==> config.mk <==
export PLATFORM = sky130hd
export DESIGN_NAME = mviu_unit
export DESIGN_NICKNAME = d
export VERILOG_FILES = /design/src/mviu_pkg.sv /design/src/mviu_edge_if.sv /design/src/mviu_edge_detect.sv /design/src/mviu_unit.sv
export VERILOG_INCLUDE_DIRS = /design/src /design/src/src
export SDC_FILE = /design/constraint.sdc
export NUM_CORES = 1
export LEC_CHECK = 0
export BUFFER_PORTS_ARGS = -buffer_cell sky130_fd_sc_hd__buf_2
export CAP_MARGIN = 20
export CORE_UTILIZATION = 51
export DETAILED_ROUTE_END_ITERATION = 7
export MAX_ROUTING_LAYER = met4
export PLACE_DENSITY = 0.88
export SYNTH_ARGS = -nofsm -noshare
export SYNTH_HDL_FRONTEND = slang
export SYNTH_HIERARCHICAL = 1
export SYNTH_SLANG_ARGS = --single-unit
==> constraint.sdc <==
create_clock -name clock -period 1.5 [get_ports clock]
set_input_delay 0.15 -clock clock [delete_from_list [all_inputs] [get_ports clock]]
set_output_delay 0.15 -clock clock [all_outputs]
set_load 0.02 [all_outputs]
==> src/mviu_defines.svh <==
// Register offsets, bit positions, reset values and vectors of the vectored interrupt unit.
`ifndef MVIU_DEFINES_SVH
`define MVIU_DEFINES_SVH

// Data-memory addresses of the two control registers.
`define MVIU_ADDR_PRIMARY      8'h0B
`define MVIU_ADDR_SECONDARY    8'h1E

// Field positions in the primary control register.
`define MVIU_P_GLOBAL_EN       0
`define MVIU_P_EXT0_EN         1
`define MVIU_P_EXT1_EN         2
`define MVIU_P_TIMER_EN        3
`define MVIU_P_EXT0_REQ        4
`define MVIU_P_EXT1_REQ        5
`define MVIU_P_TIMER_REQ       6

// Field positions in the secondary control register.
`define MVIU_S_CONV_EN         0
`define MVIU_S_CONV_REQ        4

// Reset values: every enable and every request flag clear.
`define MVIU_RST_ENABLES       4'h0
`define MVIU_RST_REQUESTS      4'h0
`define MVIU_RST_BYTE          8'h00

// Fixed call vectors, highest priority first.
`define MVIU_VEC_EXT0          8'h04
`define MVIU_VEC_EXT1          8'h08
`define MVIU_VEC_TIMER         8'h0C
`define MVIU_VEC_CONV          8'h10

// Source indices inside the request and enable vectors.
`define MVIU_SRC_EXT0          0
`define MVIU_SRC_EXT1          1
`define MVIU_SRC_TIMER         2
`define MVIU_SRC_CONV          3

`endif

==> src/mviu_pkg.sv <==
// Types shared by the vectored interrupt unit modules.
package mviu_pkg;

  // Register state of the interrupt unit top.
  typedef struct packed {
    logic [3:0] request;
    logic [3:0] enable;
    logic       global_irq_enable;
    logic [3:0] wake_block;
    logic       power_down_seen;
    logic       ack;
    logic [7:0] vector;
    logic       wake;
    logic [7:0] rd_data;
  } mviu_state_type;

  // Register state of one edge detector.
  typedef struct packed {
    logic primed;
    logic prev;
  } mviu_edge_state_type;

endpackage : mviu_pkg

==> src/mviu_edge_if.sv <==
// Carrier between the unit top and one external pin edge detector.
`timescale 1ns/1ps
interface mviu_edge_if;
  logic pin;
  logic pin_enable;
  logic rising;
  logic hit;

  modport detector (input pin, input pin_enable, input rising, output hit);
  modport owner    (output pin, output pin_enable, output rising, input hit);
endinterface : mviu_edge_if

==> src/mviu_edge_detect.sv <==
// Edge detector for one external interrupt pin.
`timescale 1ns/1ps
module mviu_edge_detect (
  // Clock, reset and enable
  input  wire logic        clock,
  input  wire logic        rst_n,
  input  wire logic        clk_en,
  // Pin and configuration
  mviu_edge_if.detector    edge_bus
);
  import mviu_pkg::*;

  mviu_edge_state_type st_r;
  mviu_edge_state_type st_nxt;

  // The first enabled cycle only loads the pin, so a pin already at its active level
  // after reset is not mistaken for an edge.
  always_comb begin
    st_nxt = st_r;
    if (edge_bus.pin_enable) begin
      st_nxt.primed = 1'b1;
      st_nxt.prev   = edge_bus.pin;
    end else begin
      st_nxt.primed = 1'b0;
    end
  end

  // Falling or rising edge chosen by the configuration option. [RQ5]
  assign edge_bus.hit = edge_bus.pin_enable && st_r.primed &&
                        (edge_bus.rising ? (edge_bus.pin && !st_r.prev) : (!edge_bus.pin && st_r.prev));

  // State register, frozen while the clock enable is low.
  always_ff @(posedge clock or negedge rst_n) begin
    if (!rst_n) begin
      st_r <= '0;
    end else if (clk_en) begin
      st_r <= st_nxt;
    end
  end
endmodule : mviu_edge_detect

==> src/mviu_unit.sv <==
// Vectored interrupt unit: control registers, request latching, priority and acknowledge.
`timescale 1ns/1ps
`include "mviu_defines.svh"

// Functional notes
// (RQ1) Four sources; enables and flags live at data addresses 0BH and 1EH.
// (RQ2) Servicing clears the global enable; later requests only set their flags.
// (RQ3) No acknowledge while the stack is full; wait until it drains.
// (RQ4) Acknowledge pushes only the program counter, then branches to the vector.
// (RQ5) External pins set flag bit 4 or 5 on the configured edge.
// (RQ6) External acknowledge calls 04H or 08H, clearing its flag and global enable.
// (RQ7) Timer overflow sets bit 6; acknowledge calls 0CH and clears flag and global enable.
// (RQ8) Either converter timer overflow sets its flag; acknowledge calls 10H.
// (RQ9) Return-from-interrupt sets the global enable; plain return leaves it.
// (RQ10) Requests arriving between phase-two pulses are serviced at the next pulse.
// (RQ11) Fixed priority: pin 0, pin 1, timer, converter; global enable masks all.
// (RQ12) Primary register: enables in bits 0 to 3, bit 7 reads zero.
// (RQ13) Secondary register: enable bit 0, flag bit 4, other bits read zero.
// (RQ14) A flag stays set until serviced or cleared by software.
// (RQ15) Software re-enables inside the handler for nesting and keeps stack room.
// (RQ16) Every source can wake the device from power-down.
// (RQ17) A source whose flag was set at power-down entry cannot wake it.
// (RQ18) Eligible only when flag, source enable and global enable are all one.
module mviu_unit (
  // Clock, reset and enable
  input  wire logic        clock,
  input  wire logic        rst_n,
  input  wire logic        clk_en,
  // Data-memory access from the core
  input  wire logic [7:0]  reg_addr,
  input  wire logic        reg_wr,
  input  wire logic [7:0]  reg_wdata,
  output logic      [7:0]  reg_rd_data,
  // Interrupt sources
  input  wire logic        ext_irq_pin_a,
  input  wire logic        ext_irq_pin_b,
  input  wire logic        timer_overflow,
  input  wire logic        conv_timer_a_overflow,
  input  wire logic        conv_timer_b_overflow,
  // Configuration options of the external pins
  input  wire logic        cfg_pin_a_enable,
  input  wire logic        cfg_pin_a_rising,
  input  wire logic        cfg_pin_b_enable,
  input  wire logic        cfg_pin_b_rising,
  // Core sequencer
  input  wire logic        phase_two_pulse,
  input  wire logic        stack_full,
  input  wire logic        return_from_irq_op,
  input  wire logic        plain_return_op,
  input  wire logic        power_down,
  // Acknowledge to the core
  output logic             irq_ack,
  output logic      [7:0]  irq_vector,
  output logic             wake_up
);
  import mviu_pkg::*;

  mviu_state_type st_r;
  mviu_state_type st_nxt;
  logic [3:0]     source_set;
  logic [3:0]     eligible;
  logic [3:0]     winner;
  logic           take_ack;
  logic [7:0]     win_vector;
  logic           wr_primary;
  logic           wr_secondary;

  mviu_edge_if pin_a_bus ();
  mviu_edge_if pin_b_bus ();

  // Pin configuration handed to the two edge detectors.
  assign pin_a_bus.pin        = ext_irq_pin_a;
  assign pin_a_bus.pin_enable = cfg_pin_a_enable;
  assign pin_a_bus.rising     = cfg_pin_a_rising;
  assign pin_b_bus.pin        = ext_irq_pin_b;
  assign pin_b_bus.pin_enable = cfg_pin_b_enable;
  assign pin_b_bus.rising     = cfg_pin_b_rising;

  mviu_edge_detect u_edge_a (
    .clock    (clock),
    .rst_n    (rst_n),
    .clk_en   (clk_en),
    .edge_bus (pin_a_bus.detector)
  );

  mviu_edge_detect u_edge_b (
    .clock    (clock),
    .rst_n    (rst_n),
    .clk_en   (clk_en),
    .edge_bus (pin_b_bus.detector)
  );

  // Hardware set events, one per source; both converter timers share one flag.
  assign source_set[`MVIU_SRC_EXT0]  = pin_a_bus.hit;                                  // [RQ5]
  assign source_set[`MVIU_SRC_EXT1]  = pin_b_bus.hit;                                  // [RQ5]
  assign source_set[`MVIU_SRC_TIMER] = timer_overflow;                                 // [RQ7]
  assign source_set[`MVIU_SRC_CONV]  = conv_timer_a_overflow | conv_timer_b_overflow;  // [RQ8]

  // Register decode at the two documented data addresses.
  assign wr_primary   = reg_wr && (reg_addr == `MVIU_ADDR_PRIMARY);    // [RQ1]
  assign wr_secondary = reg_wr && (reg_addr == `MVIU_ADDR_SECONDARY);  // [RQ1]

  // A source is eligible only with flag, own enable and global enable all set,
  // and is acknowledged only while the return stack still has room.
  assign eligible = st_r.request & st_r.enable & {4{st_r.global_irq_enable}};  // [RQ18] [RQ11]
  assign take_ack = phase_two_pulse && !stack_full && (|eligible);            // [RQ10] [RQ3]

  // Fixed priority: the lowest index wins, so pin 0 beats everything.
  always_comb begin
    winner     = 4'h0;
    win_vector = `MVIU_RST_BYTE;
    if (eligible[`MVIU_SRC_EXT0]) begin
      winner[`MVIU_SRC_EXT0] = 1'b1;   // [RQ11]
      win_vector             = `MVIU_VEC_EXT0;  // [RQ6]
    end else if (eligible[`MVIU_SRC_EXT1]) begin
      winner[`MVIU_SRC_EXT1] = 1'b1;
      win_vector             = `MVIU_VEC_EXT1;  // [RQ6]
    end else if (eligible[`MVIU_SRC_TIMER]) begin
      winner[`MVIU_SRC_TIMER] = 1'b1;
      win_vector              = `MVIU_VEC_TIMER;  // [RQ7]
    end else if (eligible[`MVIU_SRC_CONV]) begin
      winner[`MVIU_SRC_CONV] = 1'b1;
      win_vector             = `MVIU_VEC_CONV;  // [RQ8]
    end
  end

  // Next-state logic of the whole unit.
  always_comb begin
    st_nxt     = st_r;
    st_nxt.ack = 1'b0;

    // Software writes load the enables; the global enable also follows the handler's
    // return. An acknowledge in the same cycle as a write is overridden by the write,
    // which is the later effect in the instruction.
    if (wr_primary) begin
      st_nxt.global_irq_enable         = reg_wdata[`MVIU_P_GLOBAL_EN];
      st_nxt.enable[`MVIU_SRC_EXT0]    = reg_wdata[`MVIU_P_EXT0_EN];
      st_nxt.enable[`MVIU_SRC_EXT1]    = reg_wdata[`MVIU_P_EXT1_EN];
      st_nxt.enable[`MVIU_SRC_TIMER]   = reg_wdata[`MVIU_P_TIMER_EN];
    end else if (take_ack) begin
      st_nxt.global_irq_enable = 1'b0;  // [RQ2]
    end else if (return_from_irq_op) begin
      st_nxt.global_irq_enable = 1'b1;  // [RQ9]
    end
    // A plain return needs no branch here: the global enable simply holds. [RQ9]
    if (wr_secondary) begin
      st_nxt.enable[`MVIU_SRC_CONV] = reg_wdata[`MVIU_S_CONV_EN];
    end

    // Flags: software write or acknowledge may clear, but a hardware set always wins.
    if (wr_primary) begin
      st_nxt.request[`MVIU_SRC_EXT0]  = reg_wdata[`MVIU_P_EXT0_REQ];
      st_nxt.request[`MVIU_SRC_EXT1]  = reg_wdata[`MVIU_P_EXT1_REQ];
      st_nxt.request[`MVIU_SRC_TIMER] = reg_wdata[`MVIU_P_TIMER_REQ];
    end
    if (wr_secondary) begin
      st_nxt.request[`MVIU_SRC_CONV] = reg_wdata[`MVIU_S_CONV_REQ];
    end
    if (take_ack) begin
      st_nxt.request = st_nxt.request & ~winner;  // [RQ6] [RQ7] [RQ8]
    end
    st_nxt.request = st_nxt.request | source_set;  // [RQ14] [RQ2]

    // Acknowledge: the core pushes only the program counter and branches to the vector.
    if (take_ack) begin
      st_nxt.ack    = 1'b1;        // [RQ4]
      st_nxt.vector = win_vector;  // [RQ4]
    end

    // Flags already pending at power-down entry lose their wake-up capability.
    st_nxt.power_down_seen = power_down;
    if (power_down && !st_r.power_down_seen) begin
      st_nxt.wake_block = st_r.request;  // [RQ17]
    end else if (!power_down) begin
      st_nxt.wake_block = `MVIU_RST_REQUESTS;
    end
    st_nxt.wake = power_down && st_r.power_down_seen &&
                  (|(st_r.request & ~st_r.wake_block));  // [RQ16] [RQ17]

    // Read data for the addressed register; unused bits read as zero.
    unique case (reg_addr)
      `MVIU_ADDR_PRIMARY: begin
        st_nxt.rd_data                       = `MVIU_RST_BYTE;  // [RQ12]
        st_nxt.rd_data[`MVIU_P_GLOBAL_EN]    = st_r.global_irq_enable;
        st_nxt.rd_data[`MVIU_P_EXT0_EN]      = st_r.enable[`MVIU_SRC_EXT0];
        st_nxt.rd_data[`MVIU_P_EXT1_EN]      = st_r.enable[`MVIU_SRC_EXT1];
        st_nxt.rd_data[`MVIU_P_TIMER_EN]     = st_r.enable[`MVIU_SRC_TIMER];
        st_nxt.rd_data[`MVIU_P_EXT0_REQ]     = st_r.request[`MVIU_SRC_EXT0];
        st_nxt.rd_data[`MVIU_P_EXT1_REQ]     = st_r.request[`MVIU_SRC_EXT1];
        st_nxt.rd_data[`MVIU_P_TIMER_REQ]    = st_r.request[`MVIU_SRC_TIMER];
      end
      `MVIU_ADDR_SECONDARY: begin
        st_nxt.rd_data                       = `MVIU_RST_BYTE;  // [RQ13]
        st_nxt.rd_data[`MVIU_S_CONV_EN]      = st_r.enable[`MVIU_SRC_CONV];
        st_nxt.rd_data[`MVIU_S_CONV_REQ]     = st_r.request[`MVIU_SRC_CONV];
      end
      default: begin
        st_nxt.rd_data = `MVIU_RST_BYTE;
      end
    endcase
  end

  // State register, frozen while the clock enable is low.
  always_ff @(posedge clock or negedge rst_n) begin
    if (!rst_n) begin
      st_r                   <= '0;
      st_r.enable            <= `MVIU_RST_ENABLES;
      st_r.request           <= `MVIU_RST_REQUESTS;
      st_r.global_irq_enable <= 1'b0;
    end else if (clk_en) begin
      st_r <= st_nxt;
    end
  end

  // Outputs straight from the state register.
  assign reg_rd_data = st_r.rd_data;
  assign irq_ack     = st_r.ack;
  assign irq_vector  = st_r.vector;
  assign wake_up     = st_r.wake;
endmodule : mviu_unit

* Yosys cells after proc, flatten, opt, wreduce, memory -nomap -nowiden *
Cells that the tools add are included.

operators by class
  equality and inequality tests = 3
  mux-type cells = 25
  bitwise logic cells = 8
  reductions and logical operators = 31

operators by type and width
  cell                                                                      count
  5-bit 2-to-1 mux                                                          4
  4-bit bitwise AND                                                         4
  1-bit logical AND                                                         15
  7-bit case mux with 2 select lines                                        1
  2-bit AND reduction                                                       7
  1-bit 2-to-1 mux                                                          13
  4-bit 2-to-1 mux                                                          3
  9-bit 2-to-1 mux                                                          1
  8-bit by 4-bit == test with 1-bit output (second input constant)          1
  8-bit by 5-bit == test with 1-bit output (second input constant)          1
  4-bit NOT                                                                 2
  4-bit OR reduction                                                        2
  1-bit zero test                                                           6
  3-bit 2-to-1 mux                                                          2
  4-bit bitwise OR                                                          1
  3-bit nonzero test                                                        1
  2-bit 2-to-1 mux                                                          1
  2-bit by 1-bit inequality test with 1-bit output (second input constant)  1
  1-bit bitwise OR                                                          1

word-level totals
  register bits after elaboration = 36
  logic and storage cells = 81

* Longest topological paths before layout *
  depth after elaboration = 10
  mapped depth = 5
  gate-level depth less buffers = 4

* By module *
The synthesis kept the hierarchy.

by module, submodules not included
  module            instances  cells each  area an instance (µm²)  seq. area each (µm²)
  mviu_unit         1          161         1527.7                  650.6
  mviu_edge_detect  2          10          98.8                    50.0

* Least setup slack after synthesis *
OpenSTA, ideal clock, no wires.

  path type = reg2reg
  start point = register st_r[29] in the netlist's numbering
  end point = register st_r[31] in the netlist's numbering
  setup time = 0.124 ns
  arrival time = 1.197 ns
  required time = 1.376 ns
  slack = 0.179 ns
  cell stages (with the launch flop) = 5
  cell sequence = dfrtp_1 -> a22oi_1 -> and4_1 -> a21boi_0 -> a211o_1

on the way
  cells in the longest elaborated chain, start to end = 8
  elaborated cells between the ends (all ways) = 10
  those cells by class = 3 x mux; 5 x bitwise; 2 x reduce/logical

ends and longest elaborated chain
  what                              line              text
  from (decl)                       mviu_unit.sv:58   mviu_state_type st_r;
  from (signal assigned)            mviu_unit.sv:211  st_r <= st_nxt;
  4-bit bitwise AND * (2 in a row)  mviu_unit.sv:105  assign eligible = st_r.request & st_r.enable & {4{st_r.global_irq_enable}};
  2-bit 2-to-1 mux                  mviu_unit.sv:115  end else if (eligible[`MVIU_SRC_EXT1]) begin
  3-bit 2-to-1 mux                  mviu_unit.sv:112  if (eligible[`MVIU_SRC_EXT0]) begin
  4-bit NOT                         mviu_unit.sv:160  st_nxt.request = st_nxt.request & ~winner;
  4-bit bitwise AND                 mviu_unit.sv:160
  4-bit 2-to-1 mux *                mviu_unit.sv:159  if (take_ack) begin
  4-bit bitwise OR *                mviu_unit.sv:162  st_nxt.request = st_nxt.request | source_set;

Mark *: on every way between the ends. The rest lies on a longest branch, timed or not.
A chain may end at the register's enable or synchronous reset.

* Final worst setup path *
  start point = register st_r[24] in the netlist's numbering
  end point = register st_r[30] in the netlist's numbering

on the way
  cells in the longest elaborated chain, start to end = 7
  elaborated cells between the ends (all ways) = 9
  those cells by class = 2 x mux; 5 x bitwise; 2 x reduce/logical

ends and longest elaborated chain
  what                              line
  4-bit bitwise AND * (2 in a row)  mviu_unit.sv:105
  3-bit 2-to-1 mux                  mviu_unit.sv:112
  4-bit NOT                         mviu_unit.sv:160
  4-bit bitwise AND                 mviu_unit.sv:160
  4-bit 2-to-1 mux *                mviu_unit.sv:159
  4-bit bitwise OR *                mviu_unit.sv:162

Marked as above.

==> results.md <==
* Status: finished clean
* Placed cell area at 1940 sq um
* Clock Path Buffers at 2
* Vias in the first global route at 1,344
* CTS root buffer: clkbuf_4
* Via count at 1,438
* Grt peak-use layer: met2
* Hold Vio Cnt, Final at 0
* Largest family of logic cells by synthesized area: simple AND/OR/NAND/NOR gates
* Most common cell after layout, fill and taps aside: buf_2
* Slew headroom at 56.8%
* GR Util met2 at 36.3%
* Initial DRC count at 55
* Synth Area in Simple Gates at 19.9%
* Post-synthesis xor/xnor area fraction at 0%
* Sequential share of the synthesized area at 43.5%
* Critical path type: reg2reg
* Max rail drop VDD at 0.481 mV
* Placer Congestion at 0.834
* Fmax at 715 MHz
* Num CTS Buffers at 5
* Yosys top cell by area: dfrtp_1
* Setup TNS at 0 ps
* #FFs+latches synth at 30
* Reg-to-reg critical path startpoint: st_r[24]
* EDFF count, synth at 0
* Actual slew at the worst max-slew pin at 648 ps
* Diodes inserted at 0
* Initial Utilization at 55.2%
* Num ports at 52
* Adder-cell area share of the yosys netlist at 0%
* Die Y at 60.2 um
* Core Footprint at 3130 sq um
* Via density at 5.31
* Detailed Place HPWL at 2720 um
* Pins Over Slew Limit at 0
* Pre-CTS WS at 30.9 ps
* Critical Path AT at 1620 ps
* PortBufs at 43
* Worst Setup End Kind: flip-flop
* Clk slew on worst S/H paths at 90 ps
* Mapped Avg Cell Area at 9.53 sq um
* Worst Skew at 7.11 ps
* Cell Area, Synth at 1730 sq um
* Synth Instances at 181
* # setup viols final at 0
* Worst setup path startpoint: st_r[24]
* Post-CTS Setup Inserts at 0
* RSZ-0062 raised after global routing: no
* Hold Path Class: in2reg
* Share of cells above drive strength 1 at 30.8%
* Leak at 0.994 nW
* Yosys top cell area share at 43.5%
* GR Util met1 at 27.0%
* Drt total wl at 3530 um
* Hold Slack at 50.4 ps
* Post-route clock period utilization at 93.3%
* First-pass GRT wire length at 5730 um
* 1st-pass router iterations at 5
* Cell Pwr Density at 908 nW/um^2
* Sink Count at 30
* Most common flop cell mapped by yosys: dfrtp_1
* CP startpoint kind: flip-flop
* Worst skew pair latency at 330 ps
* CTS tree: done
* # rows at 20
* Count of different cell masters after synthesis at 46
* Finished Cell Area at 2010 sq um
* Reg2reg path depth at 4
* Most frequent cells in the layout: buf_2, dfrtp_1, nand2_1
* MaxCap Viol Count at 0
* DIE AREA at 3620 sq um
* YS warnings at 6
* Largest net degree at the start of global routing at 31
* Syn-to-layout area delta at 16.8%
* Minimum clock period after layout at 1400 ps
* Die width at 60.2 um
* Fillers at 268
* Crit path required time at 1720 ps
* # DRC at 0
* Antenna-violating nets left at 0
* WHS Path Cells at 2
* Drt wl/cell at 13.0 um
* Post-synth ARST share at 100%
* Synth Area in Compound Gates at 19.1%
* Gr usage total at 23.1%
* Met3 usage at 7.58%
* Setup ws final at 101 ps
* Remaining global-route overflow at 0
* Mux contribution to synthesized area at 5.37%
* Antenna violations before repair at 0
* Ranking of synthesized cells by area: dfrtp_1, buf_4, nand2_1
* Clock H-tree levels at 2
* Hold_sp: reg_wdata[1]
* Final net count at 260
* Critical path peak fanout at 5
* Post-CTS sizing at 0
[per-layer routing]
layer / vias up / part of all wire (%) / wire length (um)
li1: 716 / - / -
met4: 0 / 2.0 / 70
met3: 7 / 5.8 / 205
met1: 662 / 44 / 1560
met2: 53 / 48 / 1690
met5: - / 0 / 0
[layout make-up]
type / count / area, sq um / share of cell area (%)
clock inverter: 1 / 5.00 / 0.248
timing repair buffer: 54 / 300 / 14.9
sequential: 30 / 751 / 37.3
inverter: 16 / 60.1 / 2.98
clock buffer: 7 / 55.1 / 2.73
multi-input combinational: 119 / 788 / 39.1
tap: 44 / 55.1 / 2.73
[Yosys cell counts, types with 4 or more instances]
master and n:
a21oi_1 6, o22ai_1 6, a22o_1 6, nand2_1 23, mux2_2 4, dfrtp_1 30, o21ai_0 11, inv_1 16
nand3b_1 4, buf_4 17, and2_1 4
[logic make-up after synthesis]
group / count (synthesis)
flip-flops: 30
AND/OR/NAND/NOR: 57
AO/OA/AOI/OAI: 48
multiplexers: 8
other: 1
buffers and inverters: 37
[per-stage QoR]
step / util (%) / cells / total power, mW
floorplan: - / 186 / 1.19
global placement: 62.2 / 262 / 1.32
detailed placement: 62.2 / 262 / 1.34
CTS: 64.4 / 271 / 1.85
global route: 64.4 / 271 / 1.94
finish: 64.4 / 271 / 1.83
[what timing repair did]
action | 4_1_cts | 5_1_grt
hold buffers | 1 | 0
endpoints found under the setup margin | 0 | 0
hold endpoints to repair | 30 | 0
[final timing paths]
path	to	slack [ps]
max	st_r[30]	100
min in group asynchronous	u_edge_a/st_r[1]	370
max in group asynchronous	st_r[25]	710
min reg2reg	irq_vector[3]	490
max reg2reg	st_r[30]	100
min	st_r[24]	50
[registers in the layout, indices dropped and copies added, names as in the netlist]
register,cells
st_r,14
reg_rd_data,7
irq_vector,3
irq_ack,1
u_edge_b/st_r,2
u_edge_a/st_r,2
wake_up,1
[power breakdown]
group	total [mW]	switching, mW	internal, mW
registers	0.943	0.0560	0.887
clock network	0.505	0.278	0.227
logic	0.382	0.203	0.179
total	1.83	0.537	1.29
[critical path, cell delays in order (launching register included)]
cell and delay [ps]:
dfrtp_1 430, a21boi_0 310, nand4_1 190, a311oi_1 280
nor3_1 80
Note: power is estimated with default switching activity, not from simulation.
